--- src/verilog/bmam_defines.vh ---
// Constants for the battery message scheduler and status word logic.
`ifndef BMAM_DEFINES_VH
`define BMAM_DEFINES_VH

// Clock rate and the one-second prescaler derived from it.
`define BMAM_CLK_HZ           125000000
`define BMAM_SEC_S            1
`define BMAM_SEC_CYCLES       (`BMAM_CLK_HZ * `BMAM_SEC_S)

// Message intervals and recovery hold times, in seconds.
`define BMAM_CHG_PERIOD_S     7'h1E
`define BMAM_ALARM_PERIOD_S   7'h0A
`define BMAM_RECOVER_S        7'h46

// Write-word command codes.
`define BMAM_CMD_CURRENT      8'h14
`define BMAM_CMD_VOLTAGE      8'h15
`define BMAM_CMD_ALARM        8'h16

// Mode configuration word: charger broadcast inhibit bit.
`define BMAM_MODE_CHG_INHIBIT 14

// Status word bit positions.
`define BMAM_ST_OVERCHG       15
`define BMAM_ST_CHGSTOP       14
`define BMAM_ST_RSVD13        13
`define BMAM_ST_OVERTEMP      12
`define BMAM_ST_DSGSTOP       11
`define BMAM_ST_RSVD10        10
`define BMAM_ST_CAPALARM      9
`define BMAM_ST_TIMEALARM     8
`define BMAM_ST_READY         7
`define BMAM_ST_DSG           6
`define BMAM_ST_FULL          5
`define BMAM_ST_EMPTY         4
`define BMAM_STATUS_RESET     16'h02C0
`define BMAM_ALARM_MASK       16'hDB00

// Gauge and protection thresholds.
`define BMAM_OVERCHG_MARGIN   17'h0012C
`define BMAM_OVERCHG_CLR_MAH  2'h2
`define BMAM_COV_MV           16'h109A
`define BMAM_COV_REC_MV       16'h1036
`define BMAM_OCC_MA           16'h1194
`define BMAM_IDLE_MA          16'h00C8
`define BMAM_OTC_C            8'h3A
`define BMAM_OTC_REC_C        8'h37
`define BMAM_OTD_C            8'h4B
`define BMAM_OTD_REC_C        8'h41
`define BMAM_CUV_MV           16'h09C4
`define BMAM_CUV_REC_MV       16'h0BB8
`define BMAM_OCD_MA           16'h2904
`define BMAM_PCT_ZERO         8'h00
`define BMAM_PCT_DSG_REC      8'h01
`define BMAM_PCT_FULL_CLR     8'h5F
`define BMAM_PCT_EMPTY_CLR    8'h14

// Maximum error tracking.
`define BMAM_MAXERR_RESET     8'h64
`define BMAM_MAXERR_LEARNED   8'h01
`define BMAM_MAXERR_STEP      5'h14

`endif

--- src/verilog/bmam_sec_timer.v ---
// Seconds timer that reports when a fixed number of seconds has elapsed.
`timescale 1ns/10ps
module bmam_sec_timer (
	input  wire       i_clk,
	input  wire       i_reset,
	input  wire       i_clear,
	input  wire       i_sec_tick,
	input  wire [6:0] i_limit,
	output wire       o_done
);
	reg [6:0] count_reg;
	reg [6:0] count_next;

	// The count saturates at the limit so that done stays up until cleared.
	always @* begin
		count_next = count_reg;
		if (i_clear) begin
			count_next = 7'h00;
		end else if (i_sec_tick && (count_reg != i_limit)) begin
			count_next = count_reg + 7'h01;
		end
	end

	always @(posedge i_clk) begin
		if (i_reset) begin
			count_reg <= 7'h00;
		end else begin
			count_reg <= count_next;
		end
	end

	assign o_done = (count_reg == i_limit);
endmodule // bmam_sec_timer

--- src/verilog/bmam_top.v ---
// Battery message scheduler, status word flags and maximum error tracking.
`timescale 1ns/10ps
`include "bmam_defines.vh"

// Summary of operation
// - Battery masters charger requests as write-word.
// - Charger requests repeat while broadcast not inhibited.
// - Charge current request uses command 0x14.
// - Charge voltage request uses command 0x15.
// - Critical condition sends alarm notice 0x16.
// - Alarm notice repeats every 10 seconds.
// - Overcharge bit sets above full+300, clears.
// - Charge stop bit sets on charge faults.
// - Charge stop clears at 95% or recovery.
// - Over-temperature bit sets, disables switch, recovers.
// - Discharge stop bit sets on discharge faults.
// - Discharge stop clears at 1% or recovery.
// - Capacity alarm bit follows user threshold.
// - Runtime alarm bit follows user threshold.
// - Discharging flag is set unless charging.
// - Fully charged sets on termination, clears 95%.
// - Fully discharged sets at 0%, clears 20%.
// - Maximum error grows per 20 cycles or days.
// - Status word readable, resets to 0x2C0.
module bmam_top #(
	parameter SEC_CYCLES = `BMAM_SEC_CYCLES
) (
	input  wire        i_clk,
	input  wire        i_reset,
	input  wire [15:0] i_mode_config_word,
	input  wire [15:0] i_requested_charge_current,
	input  wire [15:0] i_requested_charge_voltage,
	input  wire [15:0] i_capacity_left,
	input  wire [15:0] i_capacity_at_full,
	input  wire [7:0]  i_charge_percent,
	input  wire [15:0] i_capacity_alarm_threshold,
	input  wire [15:0] i_runtime_alarm_threshold,
	input  wire [15:0] i_averaged_runtime_left,
	input  wire [15:0] i_max_cell_mv,
	input  wire [15:0] i_min_cell_mv,
	input  wire [15:0] i_current_ma,
	input  wire [7:0]  i_temp_c,
	input  wire        i_charging,
	input  wire        i_gauge_ready_flag,
	input  wire        i_primary_charge_term,
	input  wire        i_discharge_mah_tick,
	input  wire        i_cycle_tick,
	input  wire        i_day_tick,
	input  wire        i_learn_done,
	input  wire        i_msg_done,
	output wire        o_msg_valid,
	output wire [7:0]  o_msg_cmd,
	output wire [15:0] o_msg_data,
	output wire        o_msg_to_host,
	output wire [15:0] o_pack_status_word,
	output wire        o_stop_charge,
	output wire        o_stop_discharge,
	output wire        o_charge_switch_off,
	output wire        o_discharge_switch_off,
	output wire [7:0]  o_max_error
);
	localparam ST_IDLE = 1'b0;
	localparam ST_SEND = 1'b1;

	reg        state_reg;
	reg        state_next;
	reg        msg_valid_reg;
	reg        msg_valid_next;
	reg [7:0]  msg_cmd_reg;
	reg [7:0]  msg_cmd_next;
	reg [15:0] msg_data_reg;
	reg [15:0] msg_data_next;
	reg        msg_host_reg;
	reg        msg_host_next;
	reg        alarm_due_reg;
	reg        alarm_due_next;
	reg        curr_due_reg;
	reg        curr_due_next;
	reg        volt_due_reg;
	reg        volt_due_next;
	reg [31:0] presc_reg;
	reg        sec_tick_reg;
	reg [15:0] status_reg;
	reg [15:0] status_next;
	reg [1:0]  ovc_mah_reg;
	reg        cov_reg;
	reg        occ_reg;
	reg        otc_reg;
	reg        cuv_reg;
	reg        ocd_reg;
	reg        otd_reg;
	reg        crit_prev_reg;
	reg        stop_chg_reg;
	reg        stop_dsg_reg;
	reg [7:0]  max_err_reg;
	reg [4:0]  cyc_cnt_reg;
	reg [4:0]  day_cnt_reg;

	wire chg_inhibit = i_mode_config_word[`BMAM_MODE_CHG_INHIBIT];
	wire critical    = |(status_reg & `BMAM_ALARM_MASK);
	wire chg_done;
	wire alarm_done;
	wire occ_hold_done;
	wire ocd_hold_done;
	wire idle_cur    = (i_current_ma <= `BMAM_IDLE_MA);
	wire chg_start   = chg_done && !chg_inhibit;
	wire alarm_start = critical && (!crit_prev_reg || alarm_done);

	// One-second tick shared by every seconds timer.
	always @(posedge i_clk) begin
		if (i_reset) begin
			presc_reg    <= 32'h0000_0000;
			sec_tick_reg <= 1'b0;
		end else if (presc_reg == SEC_CYCLES - 1) begin
			presc_reg    <= 32'h0000_0000;
			sec_tick_reg <= 1'b1;
		end else begin
			presc_reg    <= presc_reg + 32'h0000_0001;
			sec_tick_reg <= 1'b0;
		end
	end

	// Interval between charger request rounds, held at zero while inhibited.
	bmam_sec_timer u_chg_timer (
		.i_clk      (i_clk),
		.i_reset    (i_reset),
		.i_clear    (chg_start || chg_inhibit),
		.i_sec_tick (sec_tick_reg),
		.i_limit    (`BMAM_CHG_PERIOD_S),
		.o_done     (chg_done)
	);

	bmam_sec_timer u_alarm_timer (
		.i_clk      (i_clk),
		.i_reset    (i_reset),
		.i_clear    (alarm_start || !critical),
		.i_sec_tick (sec_tick_reg),
		.i_limit    (`BMAM_ALARM_PERIOD_S),
		.o_done     (alarm_done)
	);

	// Over-current recovery needs the idle current to hold unbroken.
	bmam_sec_timer u_occ_timer (
		.i_clk      (i_clk),
		.i_reset    (i_reset),
		.i_clear    (!(occ_reg && idle_cur)),
		.i_sec_tick (sec_tick_reg),
		.i_limit    (`BMAM_RECOVER_S),
		.o_done     (occ_hold_done)
	);

	bmam_sec_timer u_ocd_timer (
		.i_clk      (i_clk),
		.i_reset    (i_reset),
		.i_clear    (!(ocd_reg && idle_cur)),
		.i_sec_tick (sec_tick_reg),
		.i_limit    (`BMAM_RECOVER_S),
		.o_done     (ocd_hold_done)
	);

	// Protection trip latches; each sets at its limit, clears at recovery.
	wire cov_set = i_charging && (i_max_cell_mv >= `BMAM_COV_MV);
	wire occ_set = i_charging && (i_current_ma >= `BMAM_OCC_MA);
	wire otc_set = i_charging && (i_temp_c >= `BMAM_OTC_C);
	wire cuv_set = !i_charging && (i_min_cell_mv <= `BMAM_CUV_MV);
	wire ocd_set = !i_charging && (i_current_ma >= `BMAM_OCD_MA);
	wire otd_set = !i_charging && (i_temp_c >= `BMAM_OTD_C);
	wire cov_rec = cov_reg && (i_max_cell_mv <= `BMAM_COV_REC_MV);
	wire occ_rec = occ_reg && occ_hold_done;
	wire otc_rec = otc_reg && (i_temp_c <= `BMAM_OTC_REC_C);
	wire cuv_rec = cuv_reg && (i_min_cell_mv >= `BMAM_CUV_REC_MV);
	wire ocd_rec = ocd_reg && ocd_hold_done;
	wire otd_rec = otd_reg && (i_temp_c <= `BMAM_OTD_REC_C);

	always @(posedge i_clk) begin
		if (i_reset) begin
			cov_reg <= 1'b0;
			occ_reg <= 1'b0;
			otc_reg <= 1'b0;
			cuv_reg <= 1'b0;
			ocd_reg <= 1'b0;
			otd_reg <= 1'b0;
		end else begin
			cov_reg <= cov_set || (cov_reg && !cov_rec);
			occ_reg <= occ_set || (occ_reg && !occ_rec);
			otc_reg <= otc_set || (otc_reg && !otc_rec);
			cuv_reg <= cuv_set || (cuv_reg && !cuv_rec);
			ocd_reg <= ocd_set || (ocd_reg && !ocd_rec);
			otd_reg <= otd_set || (otd_reg && !otd_rec);
		end
	end

	wire [16:0] full_plus = {1'b0, i_capacity_at_full} + `BMAM_OVERCHG_MARGIN;
	wire ovc_set  = ({1'b0, i_capacity_left} > full_plus);
	wire ovc_clr  = status_reg[`BMAM_ST_OVERCHG] && i_discharge_mah_tick &&
			(ovc_mah_reg == `BMAM_OVERCHG_CLR_MAH - 2'h1);
	wire cstop_set = i_primary_charge_term || cov_set || occ_set || otc_set;
	wire cstop_clr = (i_charge_percent <= `BMAM_PCT_FULL_CLR) || cov_rec || occ_rec ||
			otc_rec;
	wire dstop_set = (i_charge_percent <= `BMAM_PCT_ZERO) || cuv_set || ocd_set || otd_set;
	wire dstop_clr = (i_charge_percent >= `BMAM_PCT_DSG_REC) || cuv_rec || ocd_rec ||
			otd_rec;

	// Discharge counted after the overcharge alarm, to release it.
	always @(posedge i_clk) begin
		if (i_reset || !status_reg[`BMAM_ST_OVERCHG] || ovc_set) begin
			ovc_mah_reg <= 2'h0;
		end else if (i_discharge_mah_tick && !ovc_clr) begin
			ovc_mah_reg <= ovc_mah_reg + 2'h1;
		end
	end

	// A set condition present in the same cycle as its clear keeps the bit.
	always @* begin
		status_next = status_reg;
		status_next[`BMAM_ST_OVERCHG] = ovc_set ||
			(status_reg[`BMAM_ST_OVERCHG] && !ovc_clr);
		status_next[`BMAM_ST_CHGSTOP] = cstop_set ||
			(status_reg[`BMAM_ST_CHGSTOP] && !cstop_clr);
		status_next[`BMAM_ST_RSVD13] = 1'b0;
		status_next[`BMAM_ST_OVERTEMP] = otc_reg || otd_reg;
		status_next[`BMAM_ST_DSGSTOP] = dstop_set ||
			(status_reg[`BMAM_ST_DSGSTOP] && !dstop_clr);
		status_next[`BMAM_ST_RSVD10] = 1'b0;
		status_next[`BMAM_ST_CAPALARM] = (i_capacity_alarm_threshold != 16'h0000) &&
			(i_capacity_left < i_capacity_alarm_threshold);
		status_next[`BMAM_ST_TIMEALARM] = (i_runtime_alarm_threshold != 16'h0000) &&
			(i_averaged_runtime_left < i_runtime_alarm_threshold);
		status_next[`BMAM_ST_READY] = i_gauge_ready_flag;
		status_next[`BMAM_ST_DSG] = !i_charging;
		status_next[`BMAM_ST_FULL] = i_primary_charge_term ||
			(status_reg[`BMAM_ST_FULL] &&
			!(i_charge_percent <= `BMAM_PCT_FULL_CLR));
		status_next[`BMAM_ST_EMPTY] = (i_charge_percent <= `BMAM_PCT_ZERO) ||
			(status_reg[`BMAM_ST_EMPTY] &&
			!(i_charge_percent >= `BMAM_PCT_EMPTY_CLR));
		status_next[3:0] = 4'h0;
	end

	always @(posedge i_clk) begin
		if (i_reset) begin
			status_reg    <= `BMAM_STATUS_RESET;
			crit_prev_reg <= 1'b0;
			stop_chg_reg  <= 1'b0;
			stop_dsg_reg  <= 1'b0;
		end else begin
			status_reg    <= status_next;
			crit_prev_reg <= critical;
			stop_chg_reg  <= status_next[`BMAM_ST_OVERCHG] ||
				status_next[`BMAM_ST_CHGSTOP] || status_next[`BMAM_ST_FULL];
			stop_dsg_reg  <= status_next[`BMAM_ST_DSGSTOP] ||
				status_next[`BMAM_ST_EMPTY];
		end
	end

	// Maximum error: one point per twenty cycles or days, capped at reset value.
	wire cyc_wrap = i_cycle_tick && (cyc_cnt_reg == `BMAM_MAXERR_STEP - 5'h01);
	wire day_wrap = i_day_tick && (day_cnt_reg == `BMAM_MAXERR_STEP - 5'h01);
	wire [7:0] err_inc = {7'h00, cyc_wrap} + {7'h00, day_wrap};

	always @(posedge i_clk) begin
		if (i_reset) begin
			max_err_reg <= `BMAM_MAXERR_RESET;
			cyc_cnt_reg <= 5'h00;
			day_cnt_reg <= 5'h00;
		end else if (i_learn_done) begin
			max_err_reg <= `BMAM_MAXERR_LEARNED;
			cyc_cnt_reg <= 5'h00;
			day_cnt_reg <= 5'h00;
		end else begin
			if (i_cycle_tick) begin
				cyc_cnt_reg <= cyc_wrap ? 5'h00 : cyc_cnt_reg + 5'h01;
			end
			if (i_day_tick) begin
				day_cnt_reg <= day_wrap ? 5'h00 : day_cnt_reg + 5'h01;
			end
			if (max_err_reg + err_inc >= `BMAM_MAXERR_RESET) begin
				max_err_reg <= `BMAM_MAXERR_RESET;
			end else begin
				max_err_reg <= max_err_reg + err_inc;
			end
		end
	end

	// Message scheduler. Alarm notices outrank charger requests, and a due
	// flag raised while its own message is in flight is kept for later.
	always @* begin
		state_next     = state_reg;
		msg_valid_next = msg_valid_reg;
		msg_cmd_next   = msg_cmd_reg;
		msg_data_next  = msg_data_reg;
		msg_host_next  = msg_host_reg;
		alarm_due_next = alarm_due_reg || alarm_start;
		curr_due_next  = curr_due_reg || chg_start;
		volt_due_next  = volt_due_reg || chg_start;
		if (!critical) begin
			alarm_due_next = 1'b0;
		end
		if (chg_inhibit) begin
			curr_due_next = 1'b0;
			volt_due_next = 1'b0;
		end
		case (state_reg)
			ST_IDLE: begin
				if (alarm_due_reg && critical) begin
					msg_cmd_next   = `BMAM_CMD_ALARM;
					msg_data_next  = status_reg;
					msg_host_next  = 1'b1;
					alarm_due_next = alarm_start;
					msg_valid_next = 1'b1;
					state_next     = ST_SEND;
				end else if (curr_due_reg && !chg_inhibit) begin
					msg_cmd_next   = `BMAM_CMD_CURRENT;
					msg_data_next  = i_requested_charge_current;
					msg_host_next  = 1'b0;
					curr_due_next  = chg_start;
					msg_valid_next = 1'b1;
					state_next     = ST_SEND;
				end else if (volt_due_reg && !chg_inhibit) begin
					msg_cmd_next   = `BMAM_CMD_VOLTAGE;
					msg_data_next  = i_requested_charge_voltage;
					msg_host_next  = 1'b0;
					volt_due_next  = chg_start;
					msg_valid_next = 1'b1;
					state_next     = ST_SEND;
				end
			end
			ST_SEND: begin
				if (i_msg_done) begin
					msg_valid_next = 1'b0;
					state_next     = ST_IDLE;
				end
			end
			default: begin
				msg_valid_next = 1'b0;
				state_next     = ST_IDLE;
			end
		endcase
	end

	always @(posedge i_clk) begin
		if (i_reset) begin
			state_reg     <= ST_IDLE;
			msg_valid_reg <= 1'b0;
			msg_cmd_reg   <= 8'h00;
			msg_data_reg  <= 16'h0000;
			msg_host_reg  <= 1'b0;
			alarm_due_reg <= 1'b0;
			curr_due_reg  <= 1'b0;
			volt_due_reg  <= 1'b0;
		end else begin
			state_reg     <= state_next;
			msg_valid_reg <= msg_valid_next;
			msg_cmd_reg   <= msg_cmd_next;
			msg_data_reg  <= msg_data_next;
			msg_host_reg  <= msg_host_next;
			alarm_due_reg <= alarm_due_next;
			curr_due_reg  <= curr_due_next;
			volt_due_reg  <= volt_due_next;
		end
	end

	assign o_msg_valid            = msg_valid_reg;
	assign o_msg_cmd              = msg_cmd_reg;
	assign o_msg_data             = msg_data_reg;
	assign o_msg_to_host          = msg_host_reg;
	assign o_pack_status_word     = status_reg;
	assign o_stop_charge          = stop_chg_reg;
	assign o_stop_discharge       = stop_dsg_reg;
	assign o_charge_switch_off    = otc_reg;
	assign o_discharge_switch_off = otd_reg;
	assign o_max_error            = max_err_reg;
endmodule // bmam_top

--- config.mk ---
export PLATFORM = sky130hd
export DESIGN_NAME = bmam_top
export DESIGN_NICKNAME = d
export VERILOG_FILES = /design/src/verilog/bmam_sec_timer.v /design/src/verilog/bmam_top.v
export VERILOG_INCLUDE_DIRS = /design/src /design/src/verilog
export SDC_FILE = /design/constraint.sdc
export NUM_CORES = 1
export LEC_CHECK = 0
export ABC_CLOCK_PERIOD_IN_PS = 5800
export BUFFER_PORTS_ARGS = -buffer_cell sky130_fd_sc_hd__buf_4
export CAP_MARGIN = 25
export CORE_ASPECT_RATIO = 1.2
export CORE_MARGIN = 5
export CORE_UTILIZATION = 45
export DETAILED_ROUTE_END_ITERATION = 8
export PLACE_DENSITY = 0.74
export SYNTH_ARGS = -nofsm -noshare
export SYNTH_HDL_FRONTEND = slang
export SYNTH_SLANG_ARGS = --single-unit
export TNS_END_PERCENT = 20
--- constraint.sdc ---
create_clock -name i_clk -period 5.8 [get_ports i_clk]
set_clock_uncertainty 0.1 [all_clocks]
set_input_delay 0.87 -clock i_clk [delete_from_list [all_inputs] [get_ports i_clk]]
set_output_delay 0.87 -clock i_clk [all_outputs]
set_load 0.01 [all_outputs]
==> flow_summary.yaml <==
status:
  status: "finished, final reports clean"
grt:
  grt_pass1_vias: 6667
  grt_start_max_net_pins: 51
  track_usage_pct: 21.3
  antenna_found_initial: 0
  grt_pass1_wl_mm: 30.8
  overflow: 0
placement:
  hpwlAfterDp_mm: 15.5
  port_buffers: 230
  place.gp.congestion: 0.883
synth:
  syn_inst: 840
  syn_area_per_cell_sq_um: 8.20
  ys_top_cells_by_area: "dfxtp_1 33%, ha_1 11%, xor2_1 6.6%, nor2_1 5.6%, nand2_1 4.1%"
  synth_edf_count: 0
  netlist_area_sq_um: 6890
  ys_ff_latch: 115
  synth-async-reset-ratio_pct: 0
  synthFlopType: "dfxtp_1"
  synth_cell_types: 58
  yosysSeqAreaShare_pct: 33.4
  yosys.area.top_type_share_pct: 33.4
  yosysWarnings: 0
  yosysTopAreaCell: "dfxtp_1"
cts:
  cts_made_buffers: 17
  clockRootBuffer: "clkbuf_16"
  post_cts_buffers: 0
  clk_pin_slew_ns: 0.05
  cts.sinks: 115
  cts-resized-gates: 0
  htreeDepth: 4
  clk_path_buf_depth: 2
  cts_tree: "built"
  ctsHoldBuffers: 0
  insertion_delay_ns: 0.41
critical_path:
  worstPathMaxFanout: 3
  startpoint_type: "input port"
  critPathCaptureType: "flip-flop"
  crit_chain: "buf_4 -> inv_1 -> ha_1 -> nor2b_1 -> o211ai_1 -> nand2_1 -> nand3_1 -> xor2_1 -> ha_1 -> nand2_1 -> nor4_1 -> o2bb2ai_1 -> a211oi_1 -> or3b_2 -> a211oi_1"
  path_class: "in -> reg"
  arrival_ns: 3.55
  slowest_delay_ns: 0.47
  cp_num_buf_inv: 2
  cp_slowest_cell: "or3b_2"
  cpLargestDelayFamily: "simple AND/OR/NAND/NOR gates"
  cp.required_ns: 6.02
drt:
  wirelength_mm: 19.4
  dr.first_iter.drc_count: 350
  ant_nets: 0
  drtPass1Iterations: 5
  drc: 0
  vias_per_cell: 5.28
  num_vias: 6777
  wl_per_cell_microns: 15.1
timing:
  rsz0062_at_grt: "no"
  hold_violations: 0
  fin_setup_tns_ns: 0
  period_needed_ns: 3.33
  fin_crit_sh_pct: 57.4
  hold_ws_ns: 0.337
  timing.fmax_mhz: 301
  worst_pin_slew_ns: 1.01
  finalMaxSlewViolations: 0
  slew-limit-headroom_pct: 32.9
  finalSetupViolCount: 0
cells_and_area:
  area_growth_pct: 36.7
  diodes: 0
  drive_above_1_share_pct: 25.6
  fin_nets: 1328
  largest_register_ffs: 32
  fillers: 1315
pwr:
  vdd_ir_drop_max_uv: 210
  p_per_area_nw_per_um2: 247
  p_leak_nw: 4.16
die:
  core-area_sq_um: 15000
  io_pins: 256
  dieHeight_microns: 146
  num_rows: 49
  initial_core_util_pct: 45.9
  die_area_sq_um: 17900
  dieWidth_microns: 123
worst_hold_path:
  hold_class: "reg -> reg"
flow_run:
  maxCapViolCount: 0
## area by class of cell
cell class	instances	area [sq um]	area share (%)
Clock buffer	19	453	4.81
Sequential cell	115	2300	24.4
Multi-Input combinational cell	646	4240	45.0
Timing Repair Buffer	231	1750	18.6
Clock inverter	13	206	2.19
Tap cell	204	255	2.71
Inverter	56	210	2.23
## layer usage
layer / wire, microns / vias to the layer above / global-route usage [%]
met2: 10100 / 234 / 38.8
met3: 1280 / 30 / 5.44
li1: - / 3410 / -
met5: 0 / - / 0
met4: 423 / 0 / 7.34
met1: 7600 / 3103 / 23.6
## path summary, 6_finish.rpt
path / startpoint / slack (ns) / cells past startpoint / endpoint
max: i_capacity_at_full[2] / 2.47 / 15 / ovc_mah_reg[1]$_SDFFE_PP0P_
min: crit_prev_reg$_SDFF_PP0_ / 0.34 / 1 / alarm_due_reg$_SDFF_PP0_
max reg2reg: cyc_cnt_reg[0]$_SDFFE_PP0P_ / 2.51 / 13 / o_max_error[3]$_SDFF_PP0_
min reg2reg: crit_prev_reg$_SDFF_PP0_ / 0.34 / 1 / alarm_due_reg$_SDFF_PP0_
## cell families after synthesis
logic type / synth area share (%)
and+or+nand+nor: 24.0
AOI/OAI and AO/OA: 14.4
DFF: 33.4
buffers and inverters: 5.68
xor gates and xnor gates: 8.77
adders and majority gates: 10.8
muxes: 2.78
other: 0.0544
## cell usage after synthesis, types with 11 or more instances
cell type and n:
xnor2_1 17, a21oi_1 41, nor4_1 17, clkbuf_1 11, o21ai_0 24, dfxtp_1 115
inv_1 56, nand3_1 29, buf_4 13, ha_1 58, nor3_1 24, mux2i_1 18
nand4_1 29, o211ai_1 15, a21o_1 13, xor2_1 52, nor2b_1 11, nor2_1 102
a211oi_1 13, nand2_1 76
## metrics by stage
step	total power [mW]	instance area [sq um]	instances	utilization [%]	setup WS [ns]
5_1_grt	2.42	9420	1284	62.7	2.15
3_5_place_dp	1.19	8760	1252	58.3	2.05
2_1_floorplan	1.01	6930	850	-	2.42
6_report	2.32	9420	1284	62.7	2.47
3_3_place_gp	1.19	8730	1251	58.1	2.11
4_1_cts	2.34	9420	1284	62.7	2.49
## cells in the final DEF, fill, tap and decap left out, drive strengths merged, types with 4 or more instances in the layout
master   count
dfxtp      115
nand2b       9
and2         4
nor3        24
nand3       31
a21oi       41
o211ai      15
nor4b        4
and4         4
a2bb2oi      6
o31ai        5
or2          5
clkinv       6
inv         56
xor2        52
mux2i       18
buf        231
nor2       102
clkbuf      19
bufinv       5
conb        11
a31oi        7
nor2b       11
a21boi       5
o21ai       24
nand4       30
and3        10
a211oi      13
o21a         4
xnor2       17
nand2       76
a21o        13
nor4        19
ha          58
## report_power, final
| group | switching, mW | leakage [nW] | internal (mW) | total, mW |
|---|---|---|---|---|
| registers | 0.0248 | 0.936 | 0.814 | 0.838 |
| clock network | 0.364 | 0.319 | 0.784 | 1.15 |
| logic | 0.160 | 2.90 | 0.177 | 0.337 |
No activity file was read; power rests on OpenSTA's default activity.
